## config.mk

```make
export PLATFORM = sky130hd
export DESIGN_NAME = camirq_top
export DESIGN_NICKNAME = d
export VERILOG_FILES = /design/src/core/camirq_pkg.sv /design/src/core/camirq_decode.sv /design/src/core/camirq_top.sv
export VERILOG_INCLUDE_DIRS = /design/src /design/src/core
export SDC_FILE = /design/constraint.sdc
export NUM_CORES = 2
export LEC_CHECK = 0
export BUFFER_PORTS_ARGS = -buffer_cell sky130_fd_sc_hd__buf_2
export CAP_MARGIN = 5
export CORE_MARGIN = 2
export CORE_UTILIZATION = 45
export DETAILED_ROUTE_END_ITERATION = 6
export HOLD_SLACK_MARGIN = 0.15
export PLACE_DENSITY = 0.72
export REMOVE_ABC_BUFFERS = 1
export SETUP_SLACK_MARGIN = 0.15
export SLEW_MARGIN = 15
export SYNTH_ARGS = -nofsm -noshare
export SYNTH_HDL_FRONTEND = slang
export SYNTH_SLANG_ARGS = --single-unit
```

## constraint.sdc

```tcl
create_clock -name clk -period 11.15 [get_ports clk]
set_input_delay 1.115 -clock clk [delete_from_list [all_inputs] [get_ports clk]]
set_output_delay 1.115 -clock clk [all_outputs]
set_load 0.03 [all_outputs]
```

## src/core/camirq_params.svh

```systemverilog
// Constants for the processor address map and interrupt fan-out
`ifndef CAMIRQ_PARAMS_SVH
`define CAMIRQ_PARAMS_SVH
`define CAMIRQ_N_IRQ        32
`define CAMIRQ_PRIO_W       3
`define CAMIRQ_N_PRIO       8
`define CAMIRQ_N_REGION     8
`define CAMIRQ_CODE_BASE    32'h00000000
`define CAMIRQ_RSVD_BASE    32'h20000000
`define CAMIRQ_PERIPH_BASE  32'h40000000
`define CAMIRQ_EXTMEM_BASE  32'h60000000
`define CAMIRQ_EXTDEV_BASE  32'hA0000000
`define CAMIRQ_PPB_BASE     32'hE0000000
`define CAMIRQ_PPB_INT_END  32'hE0043FFF
`define CAMIRQ_PPB_EXT_BASE 32'hE0044000
`define CAMIRQ_PPB_END      32'hE00FFFFF
`define CAMIRQ_VSYS_BASE    32'hE0100000
`define CAMIRQ_NVM_SIZE     32'h00200000
`define CAMIRQ_SRAM_BASE    32'h10000000
`define CAMIRQ_SRAM_SIZE    32'h00100000
`define CAMIRQ_TCM_BASE     32'h10100000
`define CAMIRQ_TCM_SIZE     32'h00060000
`define CAMIRQ_VTOR_RESET   32'h00000000
`define CAMIRQ_APB_WAIT     2'h1
`endif

```

## src/core/camirq_pkg.sv

```systemverilog
// Types for the processor address map and interrupt fan-out
package camirq_pkg;
   typedef enum logic [3:0] {
      CAMIRQ_T_NVM, CAMIRQ_T_SRAM, CAMIRQ_T_TCM, CAMIRQ_T_RSVD,
      CAMIRQ_T_PERIPH, CAMIRQ_T_EXTMEM, CAMIRQ_T_EXTDEV,
      CAMIRQ_T_PPB_INT, CAMIRQ_T_PPB_EXT, CAMIRQ_T_VSYS
   } camirq_target_e;
   typedef enum logic [2:0] {
      CAMIRQ_F_NONE, CAMIRQ_F_XN, CAMIRQ_F_REGION, CAMIRQ_F_SYSPROT,
      CAMIRQ_F_UNMAPPED
   } camirq_fault_e;
endpackage : camirq_pkg

```

## src/core/camirq_decode.sv

```systemverilog
// Combinational address decoder for the flat 4 GB map
`timescale 1ns/1ps
`default_nettype none
`include "camirq_params.svh"
module camirq_decode (
   input  wire logic [31:0]               addr,
   output camirq_pkg::camirq_target_e     target,
   output logic                           exec_ok,
   output logic                           mapped
);
   import camirq_pkg::*;

   wire in_sram = addr >= `CAMIRQ_SRAM_BASE &&
                  addr < (`CAMIRQ_SRAM_BASE + `CAMIRQ_SRAM_SIZE);
   wire in_tcm  = addr >= `CAMIRQ_TCM_BASE &&
                  addr < (`CAMIRQ_TCM_BASE + `CAMIRQ_TCM_SIZE);
   wire in_nvm  = addr < `CAMIRQ_NVM_SIZE;

   always_comb begin
      target  = CAMIRQ_T_RSVD;
      exec_ok = 1'b0;
      mapped  = 1'b1;
      if (addr >= `CAMIRQ_VSYS_BASE) begin
         target = CAMIRQ_T_VSYS;
      end else if (addr >= `CAMIRQ_PPB_EXT_BASE) begin
         target = CAMIRQ_T_PPB_EXT;
      end else if (addr >= `CAMIRQ_PPB_BASE) begin
         target = CAMIRQ_T_PPB_INT;
      end else if (addr >= `CAMIRQ_EXTDEV_BASE) begin
         target = CAMIRQ_T_EXTDEV;
      end else if (addr >= `CAMIRQ_EXTMEM_BASE) begin
         target  = CAMIRQ_T_EXTMEM;
         exec_ok = 1'b1;
      end else if (addr >= `CAMIRQ_PERIPH_BASE) begin
         target = CAMIRQ_T_PERIPH;
      end else if (addr >= `CAMIRQ_RSVD_BASE) begin
         target = CAMIRQ_T_RSVD;
         mapped = 1'b0;
      end else if (in_tcm) begin
         target  = CAMIRQ_T_TCM;
         exec_ok = 1'b1;
      end else if (in_sram) begin
         target  = CAMIRQ_T_SRAM;
         exec_ok = 1'b1;
      end else if (in_nvm) begin
         target  = CAMIRQ_T_NVM;
         exec_ok = 1'b1;
      end else begin
         mapped = 1'b0;
      end
   end
endmodule : camirq_decode
`default_nettype wire

```

## src/core/camirq_top.sv

```systemverilog
// Processor address map, access qualifier and interrupt fan-out
`timescale 1ns/1ps
`default_nettype none
`include "camirq_params.svh"
module camirq_top (
   input  wire logic                             clk,
   input  wire logic                             nrst,
   // Processor access request
   input  wire logic                             req_valid,
   input  wire logic [31:0]                      req_addr,
   input  wire logic                             req_fetch,
   input  wire logic                             req_write,
   input  wire logic                             req_priv,
   input  wire logic                             sys_prot_deny,
   output logic                                  req_ready,
   // Routed access
   output logic                                  rsp_valid,
   output camirq_pkg::camirq_target_e            rsp_target,
   output logic [31:0]                           rsp_addr,
   output logic                                  rsp_internal,
   output logic                                  rsp_apb,
   output logic                                  rsp_sys_ahb,
   output logic                                  rsp_fault,
   output logic                                  memory_management_fault,
   output camirq_pkg::camirq_fault_e             fault_cause,
   output logic [31:0]                           fault_addr,
   // Protection region programming
   input  wire logic                             rgn_we,
   input  wire logic [2:0]                       rgn_idx,
   input  wire logic [31:0]                      rgn_base,
   input  wire logic [31:0]                      rgn_limit,
   input  wire logic                             rgn_en,
   input  wire logic                             rgn_user_rd,
   input  wire logic                             rgn_user_wr,
   input  wire logic                             rgn_exec,
   input  wire logic                             fault_clr,
   // Vector table relocation
   input  wire logic                             vtor_we,
   input  wire logic [31:0]                      vtor_wdata,
   output logic [31:0]                           vector_base,
   // Interrupts
   input  wire logic [`CAMIRQ_N_IRQ-1:0]         periph_irq,
   input  wire logic                             prio_we,
   input  wire logic [4:0]                       prio_idx,
   input  wire logic [`CAMIRQ_PRIO_W-1:0]        prio_wdata,
   input  wire logic                             deep_sleep,
   output logic [`CAMIRQ_N_IRQ-1:0]              nested_vectored_irq_ctrl,
   output logic [`CAMIRQ_N_IRQ-1:0]              wakeup_irq_ctrl,
   output logic [`CAMIRQ_N_IRQ*`CAMIRQ_PRIO_W-1:0] irq_prio,
   output logic                                  nmi,
   output logic                                  core_wake
);
   import camirq_pkg::*;

   // ****************************************************************
   // Interrupt fan-out and priority
   // ****************************************************************
   logic [`CAMIRQ_PRIO_W-1:0] prio_ff [`CAMIRQ_N_IRQ];
   logic                      wake_ff;

   assign nested_vectored_irq_ctrl = periph_irq;
   assign wakeup_irq_ctrl          = periph_irq;
   assign nmi                      = 1'b0;
   wire   nxt_wake = deep_sleep && (|periph_irq);

   genvar gi;
   generate
      for (gi = 0; gi < `CAMIRQ_N_IRQ; gi++) begin : g_prio
         always_ff @(posedge clk) begin
            if (!nrst)
               prio_ff[gi] <= '0;
            else if (prio_we && prio_idx == 5'(gi))
               prio_ff[gi] <= prio_wdata;
         end
         assign irq_prio[gi*`CAMIRQ_PRIO_W +: `CAMIRQ_PRIO_W] = prio_ff[gi];
      end
   endgenerate

   always_ff @(posedge clk) begin
      if (!nrst)
         wake_ff <= 1'b0;
      else
         wake_ff <= nxt_wake;
   end
   assign core_wake = wake_ff;

   // ****************************************************************
   // Vector table base
   // ****************************************************************
   logic [31:0] vtor_ff;
   always_ff @(posedge clk) begin
      if (!nrst)
         vtor_ff <= `CAMIRQ_VTOR_RESET;
      else if (vtor_we)
         vtor_ff <= {vtor_wdata[31:7], 7'h00};
   end
   assign vector_base = vtor_ff;

   // ****************************************************************
   // Protection regions
   // ****************************************************************
   logic [31:0] rb_ff [`CAMIRQ_N_REGION];
   logic [31:0] rl_ff [`CAMIRQ_N_REGION];
   logic [3:0]  ra_ff [`CAMIRQ_N_REGION];
   logic [`CAMIRQ_N_REGION-1:0] hit;
   logic [`CAMIRQ_N_REGION-1:0] allow;

   generate
      for (gi = 0; gi < `CAMIRQ_N_REGION; gi++) begin : g_rgn
         always_ff @(posedge clk) begin
            if (!nrst) begin
               rb_ff[gi] <= '0;
               rl_ff[gi] <= '0;
               ra_ff[gi] <= '0;
            end else if (rgn_we && rgn_idx == 3'(gi)) begin
               rb_ff[gi] <= rgn_base;
               rl_ff[gi] <= rgn_limit;
               ra_ff[gi] <= {rgn_en, rgn_user_rd, rgn_user_wr, rgn_exec};
            end
         end
         assign hit[gi] = ra_ff[gi][3] && req_addr >= rb_ff[gi] &&
                          req_addr <= rl_ff[gi];
         assign allow[gi] = req_fetch ? ra_ff[gi][0] :
                            req_write ? ra_ff[gi][1] : ra_ff[gi][2];
      end
   endgenerate

   // Privileged code bypasses regions; unprivileged needs one granting hit
   wire rgn_block = !req_priv && !(|(hit & allow));

   // ****************************************************************
   // Address decode and qualification
   // ****************************************************************
   camirq_target_e dec_target;
   logic           dec_exec;
   logic           dec_mapped;

   camirq_decode camirq_decode_inst (
      .addr    (req_addr),
      .target  (dec_target),
      .exec_ok (dec_exec),
      .mapped  (dec_mapped)
   );

   wire xn_fault  = req_fetch && !dec_exec;
   wire any_fault = xn_fault || rgn_block || sys_prot_deny || !dec_mapped;
   wire is_ppb_ext = dec_target == CAMIRQ_T_PPB_EXT;
   wire is_vsys    = dec_target == CAMIRQ_T_VSYS;
   wire is_periph  = dec_target == CAMIRQ_T_PERIPH;

   camirq_fault_e nxt_cause;
   always_comb begin
      if (xn_fault)
         nxt_cause = CAMIRQ_F_XN;
      else if (!dec_mapped)
         nxt_cause = CAMIRQ_F_UNMAPPED;
      else if (rgn_block)
         nxt_cause = CAMIRQ_F_REGION;
      else
         nxt_cause = CAMIRQ_F_SYSPROT;
   end

   // ****************************************************************
   // Access sequencer with one bridge wait state
   // ****************************************************************
   typedef enum logic [1:0] {CAMIRQ_S_IDLE, CAMIRQ_S_WAIT} camirq_st_e;
   camirq_st_e st_ff;
   camirq_st_e nxt_st;
   logic       take;
   logic       launch;

   assign req_ready = st_ff == CAMIRQ_S_IDLE;
   assign take      = req_valid && req_ready;
   // Bridged peripheral data access holds one extra cycle
   wire   needs_wait = take && is_periph && !any_fault;
   assign launch    = (take && !needs_wait) || st_ff == CAMIRQ_S_WAIT;

   always_comb begin
      case (st_ff)
         CAMIRQ_S_IDLE: nxt_st = needs_wait ? CAMIRQ_S_WAIT : CAMIRQ_S_IDLE;
         CAMIRQ_S_WAIT: nxt_st = CAMIRQ_S_IDLE;
         default:       nxt_st = CAMIRQ_S_IDLE;
      endcase
   end

   logic           hold_fault_ff;
   camirq_target_e hold_tgt_ff;
   logic [31:0]    hold_addr_ff;
   logic           fault_ff;
   camirq_fault_e  cause_ff;
   logic [31:0]    faddr_ff;
   logic           rv_ff;
   camirq_target_e rt_ff;
   logic [31:0]    ra_out_ff;
   logic           rint_ff;
   logic           rapb_ff;
   logic           rahb_ff;
   logic           rfault_ff;

   wire            cur_fault = take ? any_fault : hold_fault_ff;
   camirq_target_e cur_tgt;
   assign cur_tgt = take ? dec_target : hold_tgt_ff;
   wire [31:0]     cur_addr = take ? req_addr : hold_addr_ff;
   wire            fault_set = take && any_fault;

   always_ff @(posedge clk) begin
      if (!nrst) begin
         st_ff         <= CAMIRQ_S_IDLE;
         hold_fault_ff <= 1'b0;
         hold_tgt_ff   <= CAMIRQ_T_NVM;
         hold_addr_ff  <= '0;
      end else begin
         st_ff <= nxt_st;
         if (take) begin
            hold_fault_ff <= any_fault;
            hold_tgt_ff   <= dec_target;
            hold_addr_ff  <= req_addr;
         end
      end
   end

   always_ff @(posedge clk) begin
      if (!nrst) begin
         rv_ff     <= 1'b0;
         rt_ff     <= CAMIRQ_T_NVM;
         ra_out_ff <= '0;
         rint_ff   <= 1'b0;
         rapb_ff   <= 1'b0;
         rahb_ff   <= 1'b0;
         rfault_ff <= 1'b0;
      end else begin
         rv_ff     <= launch;
         rt_ff     <= cur_tgt;
         ra_out_ff <= cur_addr;
         rfault_ff <= launch && cur_fault;
         rint_ff   <= launch && !cur_fault &&
                      cur_tgt == CAMIRQ_T_PPB_INT;
         rapb_ff   <= launch && !cur_fault &&
                      cur_tgt == CAMIRQ_T_PPB_EXT;
         rahb_ff   <= launch && !cur_fault &&
                      cur_tgt == CAMIRQ_T_VSYS;
      end
   end

   // Sticky fault record; a new fault on the clear cycle wins
   always_ff @(posedge clk) begin
      if (!nrst) begin
         fault_ff <= 1'b0;
         cause_ff <= CAMIRQ_F_NONE;
         faddr_ff <= '0;
      end else if (fault_set) begin
         fault_ff <= 1'b1;
         cause_ff <= nxt_cause;
         faddr_ff <= req_addr;
      end else if (fault_clr) begin
         fault_ff <= 1'b0;
         cause_ff <= CAMIRQ_F_NONE;
      end
   end

   assign rsp_valid               = rv_ff;
   assign rsp_target              = rt_ff;
   assign rsp_addr                = ra_out_ff;
   assign rsp_internal            = rint_ff;
   assign rsp_apb                 = rapb_ff;
   assign rsp_sys_ahb             = rahb_ff;
   assign rsp_fault               = rfault_ff;
   assign memory_management_fault = fault_ff;
   assign fault_cause             = cause_ff;
   assign fault_addr              = faddr_ff;
endmodule : camirq_top
`default_nettype wire
```

==> flow_summary_export.csv <==
group,metric,value,unit
clock_network,htree_levels,3,
global_route,grt_overflow_total,0,
clock_network,worst_skew_pair.late_latency,660,ps
timing,max_freq,0.203,GHz
routing,drt-vias-per-instance,5.38,
setup_path,endpoint,"fault_addr[28]$_SDFFE_PN0P_",
setup_path,rr_endpoint,"fault_addr[28]$_SDFFE_PN0P_",
status,status,"complete, no violations",
clock_network,clock_path_buffers,3,
placed_design,gp_congestion,0.867,
routing,drtIter0Drc,2479,
timing,rsz0062_at_grt,"false",
power,powerDensity,146,nW/um^2
yosys,yosys-top-cells-area,"edfxtp_1 (45%), ha_1 (15%), and2_1 (9.2%)",
floorplanning,ios,459,
cells_and_area,drive_above_1_share,14.4,%
yosys,yosys.area.top_type_share,45.4,%
setup_path,crit_slowest_cell,"nor2_4",
setup_path,crit_family,"simple AND/OR/NAND/NOR gates",
timing,worst_pin_slew,1250,ps
floorplanning,rows,112,
yosys,synthesis.area_per_instance,10.7,um^2
floorplanning,die_x,311,um
routing,first_pass_iters,5,
yosys,ys_async_sr_fraction,0,%
setup_path,crit_path_cell_trace,"buf_2 > ha_1 > nand4_1 > nor3_1 > a21oi_1 > nand3_1 > a311o_1 > o2111ai_1 > nor2_4 > o311ai_0",
yosys,synth_cell_types,71,
cells_and_area,seq_area,21300,um^2
timing,slew_headroom,15.8,%
clock_network,clk_pin_slew,60,ps
setup_path,crit_type,"in -> reg",
setup_path,crit_buf_inv,1,
yosys,synth-edff-count,640,
setup_path,cp.arrival,5400,ps
floorplanning,die_h,311,um
routing,wl_per_cell,20.3,um
timing,fin_crit,4930,ps
routing,drc_errors,0,
global_route,track_usage,23.4,%
clock_network,cts_resized,0,
setup_path,rrSetupSlack,6930,ps
clock_network,cts_tree,"done",
timing,hold_viol,0,
power,p_leak,21.6,nW
timing,fin_skew,28.7,ps
global_route,grt_pass1_vias,29500,
cells_and_area,fin_util,51.7,%
global_route,antenna_found_initial,21,
cells_and_area,fin_nets,5015,
yosys,syn_area,42300,um^2
timing,fin_crit_sh,44.2,%
placed_design,dp_hpwl,76.8,mm
setup_path,ff2ff_path_depth,10,
cells_and_area,multi_input_area,18200,um^2
clock_network,cts_setup_buffers,0,
setup_path,critPathLaunchType,"input pin",
min_path,holdCritPathClass,"reg -> reg",
yosys,ys_seq_elements,745,
routing,drt-total-wl,115,mm
setup_path,crit_fanout,33,
power,ir_drop,0.131,mV
timing,tns,0,ps
cells_and_area,area_growth,14.0,%
placed_design,port-buffer-count,443,
timing,slew_violations,0,
floorplanning,start_util,45.4,%
yosys,yosys.area.top_type,"edfxtp_1",
routing,drtAntennaViolNets,0,
yosys,synth_warnings,0,
yosys,synthCells,3956,
setup_path,worstPathRequired,11630,ps
floorplanning,dieArea,96600,um^2
yosys,ys.flop_type,"edfxtp_1",
cells_and_area,fillCellCount,8152,
setup_path,startpoint,"req_addr[15]",
job,max_cap_violations,0,
global_route,grt_start_max_net_pins,82,
clock_network,root_buffer,"clkbuf_16",
global_route,grt_first_pass_wirelength,173,mm
setup_path,end_kind,"register",
timing,setup_viol,0,
clock_network,cts_made_buffers,86,
routing,dr_total_vias,30400,
setup_path,r2r_start,"rl_ff[0][110]$_SDFFCE_PN0P_",
setup_path,crit_cells,10,
clock_network,cts_sinks,745,
yosys,seq_area_frac_synth,50.4,%
floorplanning,design.core.area,93300,um^2
clock_network,cts.hold.buffers_added,0,
setup_path,cp_slowest_stage_delay,980,ps
==> worst reg2reg max path, stage by stage, from the launching register on <==
cell       delay, ps
edfxtp_1         330
inv_1             50
ha_1             290
nand4_1          150
nor3_1           950
a21oi_1          140
nand3_1          310
a311o_1          330
o2111ai_1        220
nor2_4           980
o311ai_0         310
==> layout by cell type (no fill, tap or decap), drive strengths merged, types with 27 or more instances in the layout <==
cell type  synthesis  final
and2             621    621
buf               89    473
nand3             73     73
inv              512    516
ha               512    512
mux2i             30     30
nand2            223    223
and3              59     59
nor2b             45     45
nor2             112    112
clkbuf           119    121
o311ai            34     34
nand2b            27     27
nand4             91     91
a21o              69     69
dfxtp            105    105
o21ai            116    116
edfxtp           640    640
a21boi            38     38
a21oi            235    235
==> how the worst min path moves through the flow <==
stage	from	to	slack, ps	cells after the start
after floorplan	st_ff[0]$_SDFF_PN0_	rsp_sys_ahb$_SDFF_PN0_	490	2
after global placement	rsp_addr[27]$_SDFFE_PN0P_	rsp_addr[27]$_SDFFE_PN0P_	450	2
after detailed placement	rsp_addr[10]$_SDFFE_PN0P_	rsp_addr[10]$_SDFFE_PN0P_	450	2
after CTS	rsp_addr[1]$_SDFFE_PN0P_	rsp_addr[1]$_SDFFE_PN0P_	460	2
after global routing	rsp_addr[7]$_SDFFE_PN0P_	rsp_addr[7]$_SDFFE_PN0P_	480	2
final	rsp_addr[10]$_SDFFE_PN0P_	rsp_addr[10]$_SDFFE_PN0P_	460	2
==> synth_stat cells (all sizes together), types with 69 or more instances <==
| cell | count |
|---|---|
| nand4 | 91 |
| nand3 | 73 |
| buf | 89 |
| a21oi | 235 |
| and2 | 621 |
| dfxtp | 105 |
| nand2 | 223 |
| clkbuf | 119 |
| a21o | 69 |
| o21ai | 116 |
| inv | 512 |
| nor2 | 112 |
| ha | 512 |
| edfxtp | 640 |
==> final cells by class <==
cell class	count	area share (%)
flip-flops and latches	745	44.2
multi-input cells	2498	37.8
well taps	1254	3.25
inverters	512	3.98
diodes	10	0.0519
clock buffers	121	5.10
clock inverters	34	0.534
repair buffers	473	5.12
==> per-layer routing <==
layer	vias up	part of all wire, %	wire (um)	track usage [%]
met2	1091	47	53700	38.7
met5	-	0.043	49	0
met1	14600	41	47000	29.8
li1	14500	-	-	-
met4	8	4.0	4560	9.83
met3	259	8.1	9230	4.90
==> state kept, by name, summed over array words and instances, names as in the netlist, 3 cells and up <==
register and flops:
prio_ff 96, ra_ff 32, fault_addr 32, fault_cause 3, rb_ff 256, rsp_target 4
rl_ff 256, vector_base 25, rsp_addr 32
==> per-stage QoR <==
stage / std cells / cell area, um^2 / setup WS, ps / total power [mW] / hold slack (ps)
after global placement: 5481 / 45500 / 5710 / 4.33 / 447
final: 5647 / 48200 / 6220 / 7.07 / 460
after detailed placement: 5481 / 45500 / 5690 / 4.37 / 455
after global routing: 5643 / 48200 / 5940 / 7.35 / 477
after CTS: 5636 / 48200 / 6390 / 7.10 / 462
after floorplan: 3755 / 41300 / 4240 / 3.93 / 494
==> cell families (layout without fill, tap and decap cells) <==
family                     count (synthesis)  in the layout  synth area share (%)
DFF                                      745            745                  50.4
adders and majority gates                512            512                  15.1
AOI/OAI and AO/OA                        604            604                  8.91
and+or+nand+nor                         1339           1339                  17.7
muxes                                     35             35                 0.842
other                                      1             18               0.00886
buffers and inverters                    720           1140                  7.07
==> where the power goes <==
part | switching, mW | internal (mW)
Clock | 1.16 | 1.59
Combinational | 0.724 | 0.335
Sequential | 0.0532 | 3.21
No activity file was read; power rests on OpenSTA's default activity.
